File: src/hdl/pwr_mode_defines.svh
`ifndef PWR_MODE_DEFINES_SVH
`define PWR_MODE_DEFINES_SVH
`define POWER_CONTROL_ADDR 8'h87
`define IO_CONTROL_ADDR 8'hf8
`define IDLE_REQ_POS 0
`define STOP_REQ_POS 1
`define WAKE_SEL_POS 5
`define FLOAT_SEL_POS 0
`define POWER_CONTROL_RESET 8'h00
`define IO_CONTROL_RESET 8'h00
`define COUNT_FULL 8'hff
`endif

File: src/hdl/pwr_mode_pkg.sv
package pwr_mode_pkg;
    typedef enum logic [1:0] {
        MODE_RUN = 2'b00,
        MODE_IDLE = 2'b01,
        MODE_STOP = 2'b10
    } pwr_mode_t;
endpackage : pwr_mode_pkg

File: src/hdl/pwr_mode_ctrl.sv
// Summary of operation
// writing idle bit enters idle
// select clear: disabled interrupt cannot wake
// select set: any flag wakes idle
// idle gates cpu clock, peripherals keep running
// idle: strobes high, ports keep data
// idle external memory: p2 address, p0 floats
// writing stop bit enters soft power down
// wake select governs stop exit too
// stop halts oscillator except timers 0,1
// low interrupt pin blocks stop entry
// full counter with high input blocks stop
// float select clear: ports keep driving
// software sets float select before stop
// floating ports disable all drivers
// float stop: p3.2-5 inputs, strobes low
// float select at io control bit 0
// reset releases either mode
// release clears the mode request bit
//
// The address-and-strobe port is this design's own decision.
`timescale 1ns/100ps
`include "pwr_mode_defines.svh"
module pwr_mode_ctrl
    import pwr_mode_pkg::*;
#(
    parameter int N_IRQ = 6
) (
    input wire logic clk_sys,
    input wire logic rst,
    input wire logic [7:0] reg_addr,
    input wire logic [7:0] reg_wdata,
    input wire logic reg_wr,
    input wire logic reg_rd,
    output logic [7:0] reg_rdata,
    input wire logic [N_IRQ-1:0] irq_flag,
    input wire logic [N_IRQ-1:0] irq_enable,
    input wire logic ext_irq0_pin,
    input wire logic ext_irq1_pin,
    input wire logic count_input0,
    input wire logic count_input1,
    input wire logic [1:0] count_ext_mode,
    input wire logic [7:0] count_value0,
    input wire logic [7:0] count_value1,
    input wire logic ext_program_mode,
    input wire logic [7:0] addr_high,
    input wire logic [31:0] port_latch,
    input wire logic run_fetch_strobe,
    input wire logic run_ale,
    output logic cpu_clk_en,
    output logic osc_en,
    output logic periph_clk_en,
    output logic count01_clk_en,
    output logic resume_next,
    output logic [31:0] port_out,
    output logic [31:0] port_oe,
    output logic program_fetch_strobe,
    output logic ale_out,
    output logic [1:0] mode_state
);
    // =====================================
    // registers
    logic [7:0] power_control_reg;
    logic [7:0] io_control_reg;
    pwr_mode_t mode;
    logic float_latched;
    logic wake;
    logic stop_blocked;
    logic wr_power_control;
    logic wr_io_control_reg;
    logic idle_req;
    logic stop_req;
    logic wake_sel;

    assign wr_power_control = reg_wr && (reg_addr == `POWER_CONTROL_ADDR);
    assign wr_io_control_reg = reg_wr && (reg_addr == `IO_CONTROL_ADDR);
    assign idle_req = wr_power_control && reg_wdata[`IDLE_REQ_POS] && (mode == MODE_RUN);
    assign stop_req = wr_power_control && reg_wdata[`STOP_REQ_POS] && (mode == MODE_RUN);
    // stop entry is judged with the select being written alongside
    assign wake_sel = (wr_power_control && mode == MODE_RUN) ? reg_wdata[`WAKE_SEL_POS]
        : power_control_reg[`WAKE_SEL_POS];

    wake_source #(
        .N(N_IRQ)
    ) u_wake (
        .irq_flag(irq_flag),
        .irq_enable(irq_enable),
        .wake_on_flag_select(wake_sel),
        .ext_irq0_pin(ext_irq0_pin),
        .ext_irq1_pin(ext_irq1_pin),
        .count_input0(count_input0),
        .count_input1(count_input1),
        .count_ext_mode(count_ext_mode),
        .count_value0(count_value0),
        .count_value1(count_value1),
        .wake(wake),
        .stop_blocked(stop_blocked)
    );

    // =====================================
    // power control register
    always_ff @(posedge clk_sys or posedge rst) begin
        if (rst) begin
            power_control_reg <= `POWER_CONTROL_RESET;
        end else if (mode != MODE_RUN && wake) begin
            power_control_reg[`IDLE_REQ_POS] <= 1'b0;
            power_control_reg[`STOP_REQ_POS] <= 1'b0;
        end else if (wr_power_control) begin
            power_control_reg <= reg_wdata;
            // refused stop entry leaves request clear
            if (reg_wdata[`STOP_REQ_POS] && !reg_wdata[`IDLE_REQ_POS] && stop_blocked) begin
                power_control_reg[`STOP_REQ_POS] <= 1'b0;
            end
        end
    end

    always_ff @(posedge clk_sys or posedge rst) begin
        if (rst) begin
            io_control_reg <= `IO_CONTROL_RESET;
        end else if (wr_io_control_reg) begin
            io_control_reg <= reg_wdata;
        end
    end

    // =====================================
    // mode machine
    always_ff @(posedge clk_sys or posedge rst) begin
        if (rst) begin
            mode <= MODE_RUN;
        end else begin
            unique case (mode)
                MODE_RUN: begin
                    if (idle_req) begin
                        mode <= MODE_IDLE;
                    end else if (stop_req && !stop_blocked) begin
                        mode <= MODE_STOP;
                    end
                end
                MODE_IDLE: begin
                    if (wake) begin
                        mode <= MODE_RUN;
                    end
                end
                MODE_STOP: begin
                    if (wake) begin
                        mode <= MODE_RUN;
                    end
                end
                default: begin
                    mode <= MODE_RUN;
                end
            endcase
        end
    end

    // float choice captured on stop entry
    always_ff @(posedge clk_sys or posedge rst) begin
        if (rst) begin
            float_latched <= 1'b0;
        end else if (mode == MODE_RUN && stop_req && !idle_req && !stop_blocked) begin
            float_latched <= io_control_reg[`FLOAT_SEL_POS];
        end
    end

    // resume after entering instruction when woken by flag only
    always_ff @(posedge clk_sys or posedge rst) begin
        if (rst) begin
            resume_next <= 1'b0;
        end else begin
            resume_next <= (mode != MODE_RUN) && wake && !(|(irq_flag & irq_enable));
        end
    end

    // =====================================
    // read port
    always_ff @(posedge clk_sys or posedge rst) begin
        if (rst) begin
            reg_rdata <= 8'h00;
        end else if (reg_rd) begin
            unique case (reg_addr)
                `POWER_CONTROL_ADDR: reg_rdata <= power_control_reg;
                `IO_CONTROL_ADDR: reg_rdata <= io_control_reg;
                default: reg_rdata <= 8'h00;
            endcase
        end else begin
            reg_rdata <= 8'h00;
        end
    end

    // =====================================
    // clock gating
    assign cpu_clk_en = (mode == MODE_RUN);
    assign osc_en = (mode != MODE_STOP);
    assign periph_clk_en = (mode != MODE_STOP);
    assign count01_clk_en = 1'b1;
    assign mode_state = mode;

    // =====================================
    // pins
    logic floating;
    logic [31:0] float_mask;
    assign floating = (mode == MODE_STOP) && float_latched;
    // p3.2 to p3.5 stay inputs (port 3 is bits 31:24)
    assign float_mask = 32'h3c00_0000;

    always_comb begin
        port_out = port_latch;
        port_oe = 32'hffff_ffff;
        program_fetch_strobe = run_fetch_strobe;
        ale_out = run_ale;
        unique case (mode)
            MODE_IDLE: begin
                program_fetch_strobe = 1'b1;
                ale_out = 1'b1;
                if (ext_program_mode) begin
                    port_out[23:16] = addr_high;
                    port_oe[7:0] = 8'h00;
                end
            end
            MODE_STOP: begin
                program_fetch_strobe = 1'b0;
                ale_out = 1'b0;
                if (floating) begin
                    port_oe = 32'h0000_0000;
                end else begin
                    port_oe = 32'hffff_ffff;
                end
                if (floating) begin
                    port_oe = port_oe & ~float_mask;
                end
            end
            default: begin
                port_oe = 32'hffff_ffff;
            end
        endcase
    end
endmodule : pwr_mode_ctrl

File: src/hdl/wake_source.sv
`timescale 1ns/100ps
`include "pwr_mode_defines.svh"
// per-source wake qualification and stop-entry blocking
module wake_source #(
    parameter int N = 6
) (
    input wire logic [N-1:0] irq_flag,
    input wire logic [N-1:0] irq_enable,
    input wire logic wake_on_flag_select,
    input wire logic ext_irq0_pin,
    input wire logic ext_irq1_pin,
    input wire logic count_input0,
    input wire logic count_input1,
    input wire logic [1:0] count_ext_mode,
    input wire logic [7:0] count_value0,
    input wire logic [7:0] count_value1,
    output logic wake,
    output logic stop_blocked
);
    logic [N-1:0] can_wake;
    logic [3:0] pin_busy;
    logic [3:0] src_can;
    genvar i;
    generate
        for (i = 0; i < N; i++) begin : g_src
            assign can_wake[i] = irq_enable[i] | wake_on_flag_select;
        end
    endgenerate
    // flag alone wakes only with select set
    assign wake = |(irq_flag & can_wake);
    // sources: 0 ext0, 1 timer0, 2 ext1, 3 timer1
    assign src_can = {can_wake[3], can_wake[2], can_wake[1], can_wake[0]};
    assign pin_busy[0] = ~ext_irq0_pin;
    assign pin_busy[2] = ~ext_irq1_pin;
    assign pin_busy[1] = count_ext_mode[0] & (count_value0 == `COUNT_FULL) & count_input0;
    assign pin_busy[3] = count_ext_mode[1] & (count_value1 == `COUNT_FULL) & count_input1;
    assign stop_blocked = |(pin_busy & src_can);
endmodule : wake_source

File: config.mk
export PLATFORM = sky130hd
export DESIGN_NAME = pwr_mode_ctrl
export DESIGN_NICKNAME = d
export VERILOG_FILES = /design/src/hdl/pwr_mode_pkg.sv /design/src/hdl/pwr_mode_ctrl.sv /design/src/hdl/wake_source.sv
export VERILOG_INCLUDE_DIRS = /design/src /design/src/hdl
export SDC_FILE = /design/constraint.sdc
export NUM_CORES = 1
export LEC_CHECK = 0
export BUFFER_PORTS_ARGS = -buffer_cell sky130_fd_sc_hd__buf_2
export CAP_MARGIN = 20
export CORE_AREA = 2 2 80 82
export DETAILED_ROUTE_END_ITERATION = 8
export DIE_AREA = 0 0 82 84
export GPL_TIMING_DRIVEN = 0
export PLACE_DENSITY_LB_ADDON = 0.1
export SYNTH_ARGS = -nofsm -noshare
export SYNTH_HDL_FRONTEND = slang
export SYNTH_SLANG_ARGS = --single-unit
File: constraint.sdc
create_clock -name clk_sys -period 4.3 [get_ports clk_sys]
set_input_delay 0.86 -clock clk_sys [delete_from_list [all_inputs] [get_ports clk_sys]]
set_output_delay 0.86 -clock clk_sys [all_outputs]
set_load 0.1 [all_outputs]
# Word level (Yosys, flattened, before mapping)
# Index checks and enable logic that the tools add are counted.
# word_totals
register_bits,28
word_cells,80
inputBits,97
# op_classes
mux,19
eq_ne,9
reduce_logical,29
bitwise_logic,16
# ops
op,count
$eq A8 B8 Y1 const B,4
$mux W32,1
$mux W8,4
$pmux W8 S2,2
$mux W30,1
$mux W24,1
$logic_and A1 B1 Y1,16
$and A6 B6 Y6,2
$reduce_or A6 Y1,2
$mux W2,5
$or A1 B1 Y1,6
$and A1 B1 Y1,4
$and A4 B4 Y4,1
$logic_not A1 Y1,4
$pmux W1 S2,2
$pmux W2 S2,1
$reduce_and A2 Y1,2
$reduce_bool A2 Y1,2
$reduce_or A4 Y1,1
$ne A3 B1 Y1 const B,1
$not A1 Y1,3
$eq A2 B1 Y1 const B,1
$eq A2 B2 Y1 const B,1
$logic_not A2 Y1,1
other kinds (4),5

# Longest topological paths before layout
# depth
depth_word,12
ltp_mapped,9

# Hierarchy
# Synthesis repeated with hierarchy kept, for this count alone.
# hier_totals
cells_unflattened,196
area_unflattened_um2,2001.9
# modules_own_cells
module,instances,seq_area_each_um2,cells_per_inst,area_each_um2
pwr_mode_ctrl,1,700.7,177,1879.3
wake_source,1,0.0,19,122.6

# Worst setup path after synthesis
# Ideal clock, no wire load.
# synth_path
kind,register -> output
start,register mode[1] (netlist: mode_state[1])
end,output port_oe[1]
t_required_ns,3.440
arrival_ns,4.176
slack_ns,-0.736
path_stages_with_launch,5
n_path_buf,1
cell_sequence,dfrtp_1 ha_1 inv_1 o221ai_1 buf_4
# synth_between
elab_chain_cells,5
# synth_rtl
element,line_no,text
"start, declared",pwr_mode_ctrl.sv:65,pwr_mode_t mode;
"start signal, assigned",pwr_mode_ctrl.sv:129,mode <= MODE_RUN;
"start signal, assigned",pwr_mode_ctrl.sv:134,mode <= MODE_IDLE;
"start signal, assigned",pwr_mode_ctrl.sv:136,mode <= MODE_STOP;
$eq A2 B2 Y1,"pwr_mode_ctrl.sv:202, pwr_mode_ctrl.sv:211",
$logic_and A1 B1 Y1,pwr_mode_ctrl.sv:202,assign floating = (mode == MODE_STOP) && float_latched;
$mux W32,pwr_mode_ctrl.sv:223,if (floating) begin
$mux W30,pwr_mode_ctrl.sv:228,if (floating) begin
$pmux W8 S2 (*),pwr_mode_ctrl.sv:211,unique case (mode)
"end, declared",pwr_mode_ctrl.sv:56,"output logic [31:0] port_oe,"
# Every way passes the cells marked *; elsewhere a longest branch is shown, timed or not.

# Worst setup path in the final report
# layout_path
start,register mode[0] (netlist: mode_state[0])
end,output port_oe[29]
# layout_between
elab_chain_cells,5
# layout_rtl
element,line_no
$eq A2 B2 Y1 (*),"pwr_mode_ctrl.sv:202, pwr_mode_ctrl.sv:211"
$logic_and A1 B1 Y1,pwr_mode_ctrl.sv:202
$mux W32,pwr_mode_ctrl.sv:223
$mux W30,pwr_mode_ctrl.sv:228
$mux W24 (*),pwr_mode_ctrl.sv:211
# Marks and branches as above.

==> flow_summary.json <==
{
  "sequential_cell_area_fraction_in_the_yosys_report_pct": 34.4,
  "dp.cells": 437,
  "port_buffers": 152,
  "num_rows": 29,
  "placed_instance_area_um2": 2900,
  "layout.area.seq_um2": 701,
  "route.vias.total": 1978,
  "grt_setup_unrepaired": "no",
  "post_synth.cell_area_avg_um2": 9.79,
  "ios": 178,
  "final_cell_count_without_fillers": 442,
  "synth_most_common_cell": "buf_4",
  "fin_crit_sh_pct": 69.4,
  "fmax_mhz": 335,
  "final_area_um2": 3000,
  "route.met2.wl_um": 2450,
  "route.antenna.remaining_nets": 0,
  "power.density_cell_area_nw_per_um2": 260,
  "hold-worst-slack_ns": 0.491,
  "final_core_util_pct": 49.2,
  "clk_root_buffer_cell": "clkbuf_8",
  "post_synth_most_frequent_cells": "56 x buf_4, 28 x dfrtp_1, 16 x nand2_1, 14 x inv_1, 14 x mux2_2",
  "required_time_of_the_worst_setup_path_ns": 3.44,
  "drt-initial-drc-count": 101,
  "crit_path_top_delay_cell": "nand2_1",
  "clock_power_share_pct": 26.5,
  "post-route-drc-count": 0,
  "detail_route.vias_per_cell": 4.48,
  "clock_tree.buffer_depth": 2,
  "uppermost_routed_layer": "met4",
  "status": "complete, no violations",
  "cell_internal_pwr_mw": 0.474,
  "pwr-share-comb_pct": 38.2,
  "design_power_total_mw": 0.779,
  "largest_vdd_supply_drop_mv": 0.164,
  "setup-violations-final": 0,
  "drt_pass1_iterations": 4,
  "core_region_area_um2": 6100,
  "die_w_um": 82,
  "postSynthCellCount": 208,
  "synth_warnings": 0,
  "place.gp.congestion": 0.802,
  "synthDominantCellAreaShare_pct": 34.4,
  "synth.distinct_cells": 43,
  "cts.repair.resized": 0,
  "floorplan.die.height_um": 84,
  "worst_setup_hold_path_clk_slew_ns": 0.09,
  "slowest_delay_ns": 0.51,
  "postSynth.topFlopCell": "dfrtp_1",
  "cts_tree": "built",
  "global_route.overflow_total": 0,
  "max_transition_margin_pct": 38.0,
  "global_route_wire_length_before_repair_um": 7820,
  "cp_max_fo": 24,
  "antenna-diode-count": 0,
  "hold_buffers": 0,
  "m1WireLength_um": 2010,
  "route.final.wire_length_um": 5110,
  "hpwl_um": 4300,
  "worstHoldPathType": "reg2reg",
  "fin_nets": 466,
  "maximum_number_of_pins_on_one_net_before_global_route_repair": 29,
  "timing_hold_violations_final": 0,
  "worst_pin_slew_ns": 0.922,
  "ratio_of_cells_with_drive_above_1_in_the_final_layout_pct": 65.8,
  "initial_core_util_pct": 33.4,
  "cts.repair_timing.setup_buffer_count": 0,
  "numClockSinks": 28,
  "finClkSkew_ns": 0.00134,
  "place_ws_ns": 1.05,
  "synth_seq_cells": 28,
  "htreeDepth": 1,
  "power_frac_seq_pct": 35.3,
  "clock_insertion_delay_worst_skew_ns": 0.27,
  "multi_input_area_um2": 848,
  "post_synth_main_area_contributors": "dfrtp_1 34%, buf_4 21%, mux2_2 7.7%, a22oi_1 4.1%, mux2_4 3.7%",
  "detailroute.wirelength.met3_um": 591,
  "synthesis.area_um2": 2040,
  "postSynth.asyncResetShare_pct": 100,
  "timing.max_cap.violations": 0,
  "fillers": 585,
  "antenna_violations_before_repair": 0,
  "timing.critical_path.from_type": "flip-flop",
  "power.share.switching_pct": 39.2,
  "final.setup.worst_slack_ns": 1.31,
  "synth.net_count": 308,
  "flow.area_growth_from_synthesis_pct": 47.3,
  "fin_tns_setup_ns": 0,
  "drt-wirelength-per-cell_um": 11.6,
  "path_class": "reg2out",
  "path_cells": "inv_1 -> ha_1 -> nand2_1 -> buf_4 -> buf_2",
  "critPathCaptureType": "output port",
  "critPathArrivalTime_ns": 2.13,
  "cellLeakagePower_nw": 1.57,
  "power.net_switching_mw": 0.305,
  "fp.dieArea_um2": 6890,
  "grt_pass1_vias": 1767,
  "post-route-min-period_ns": 2.99,
  "post-synth-top-area-cell": "dfrtp_1",
  "final-max-slew-violation-count": 0,
  "synth_edf_count": 0,
  "tritoncts.num_buffers": 3,
  "globalRouteTotalUtil_pct": 14.1
}
final cells by class:
type,count,area share [%]
clock buffers,3,1.38
plain buffers,59,14.7
inverters,14,1.75
well taps,77,3.21
clock inverters,1,1.00
flip-flops and latches,28,23.4
repair buffers,153,26.3
multi-input cells,107,28.3
metal layers:
| metal | vias to the layer above | global-route usage (%) |
|---|---|---|
| met5 | - | 0 |
| met4 | 0 | 2.27 |
| met3 | 6 | 3.46 |
| met2 | 127 | 25.1 |
| met1 | 862 | 17.2 |
| li1 | 983 | - |
kinds of logic (layout without fill, tap and decap cells):
kind of cell	count (synthesis)	after routing	synth area share (%)
mux	21	21	12.5
flops	28	28	34.4
compound gates	34	34	12.8
simple gates	48	48	14.0
buf+inv	73	230	24.2
other cells	1	1	0.184
fa+ha+maj	3	3	1.84
cell usage in the layout (no fill, tap or decap), types with 2 or more instances in the layout:
cell	synthesis	routed
a21boi_1	2	2
o31ai_1	2	2
clkbuf_8	0	3
buf_2	1	153
a31oi_1	2	2
or4_1	2	2
nand4b_1	2	2
inv_1	14	14
a22oi_1	11	11
o21ai_0	4	2
dfrtp_1	28	28
ha_1	3	3
nor2b_1	8	8
nand3_1	2	2
mux2_2	14	14
nand2_1	16	16
o21ai_1	1	3
a21o_1	2	2
buf_4	56	56
nor4_2	2	2
nor3_1	5	5
nand4_1	4	4
nor2_1	2	2
mux2_4	5	5
final timing paths:
path / depth (start not counted) / end / start / slack, ns
worst min-delay path: 2 / io_control_reg[5]$_DFFE_PP0P_ / io_control_reg[5]$_DFFE_PP0P_ / 0.49
worst min register to register: 2 / io_control_reg[5]$_DFFE_PP0P_ / io_control_reg[5]$_DFFE_PP0P_ / 0.49
worst max register to register: 8 / float_latched$_DFFE_PP0P_ / mode_state[0]$_DFFE_PP0P_ / 1.72
max in group asynchronous: 3 / io_control_reg[2]$_DFFE_PP0P_ / rst / 3.39
worst max-delay path: 5 / port_oe[29] / mode_state[0]$_DFFE_PP0P_ / 1.31
min in group asynchronous: 2 / io_control_reg[0]$_DFFE_PP0P_ / rst / 0.51
power by group through the flow:
stage | Combinational, mW | Sequential, mW | Clock, mW
2_1_floorplan | 0.240 | 0.284 | 0
3_3_place_gp | 0.294 | 0.280 | 0
3_5_place_dp | 0.297 | 0.280 | 0
4_1_cts | 0.297 | 0.275 | 0.214
5_1_grt | 0.313 | 0.276 | 0.224
6_report | 0.297 | 0.275 | 0.206
critical path, delay by kind of cell (launching register included):
| kind | cells | cell delay [ns] |
|---|---|---|
| buffers and inverters | 3 | 0.71 |
| adders and majority gates | 1 | 0.21 |
| and+or+nand+nor | 1 | 0.51 |
| DFF | 1 | 0.42 |
No activity file was read; power rests on OpenSTA's default activity.
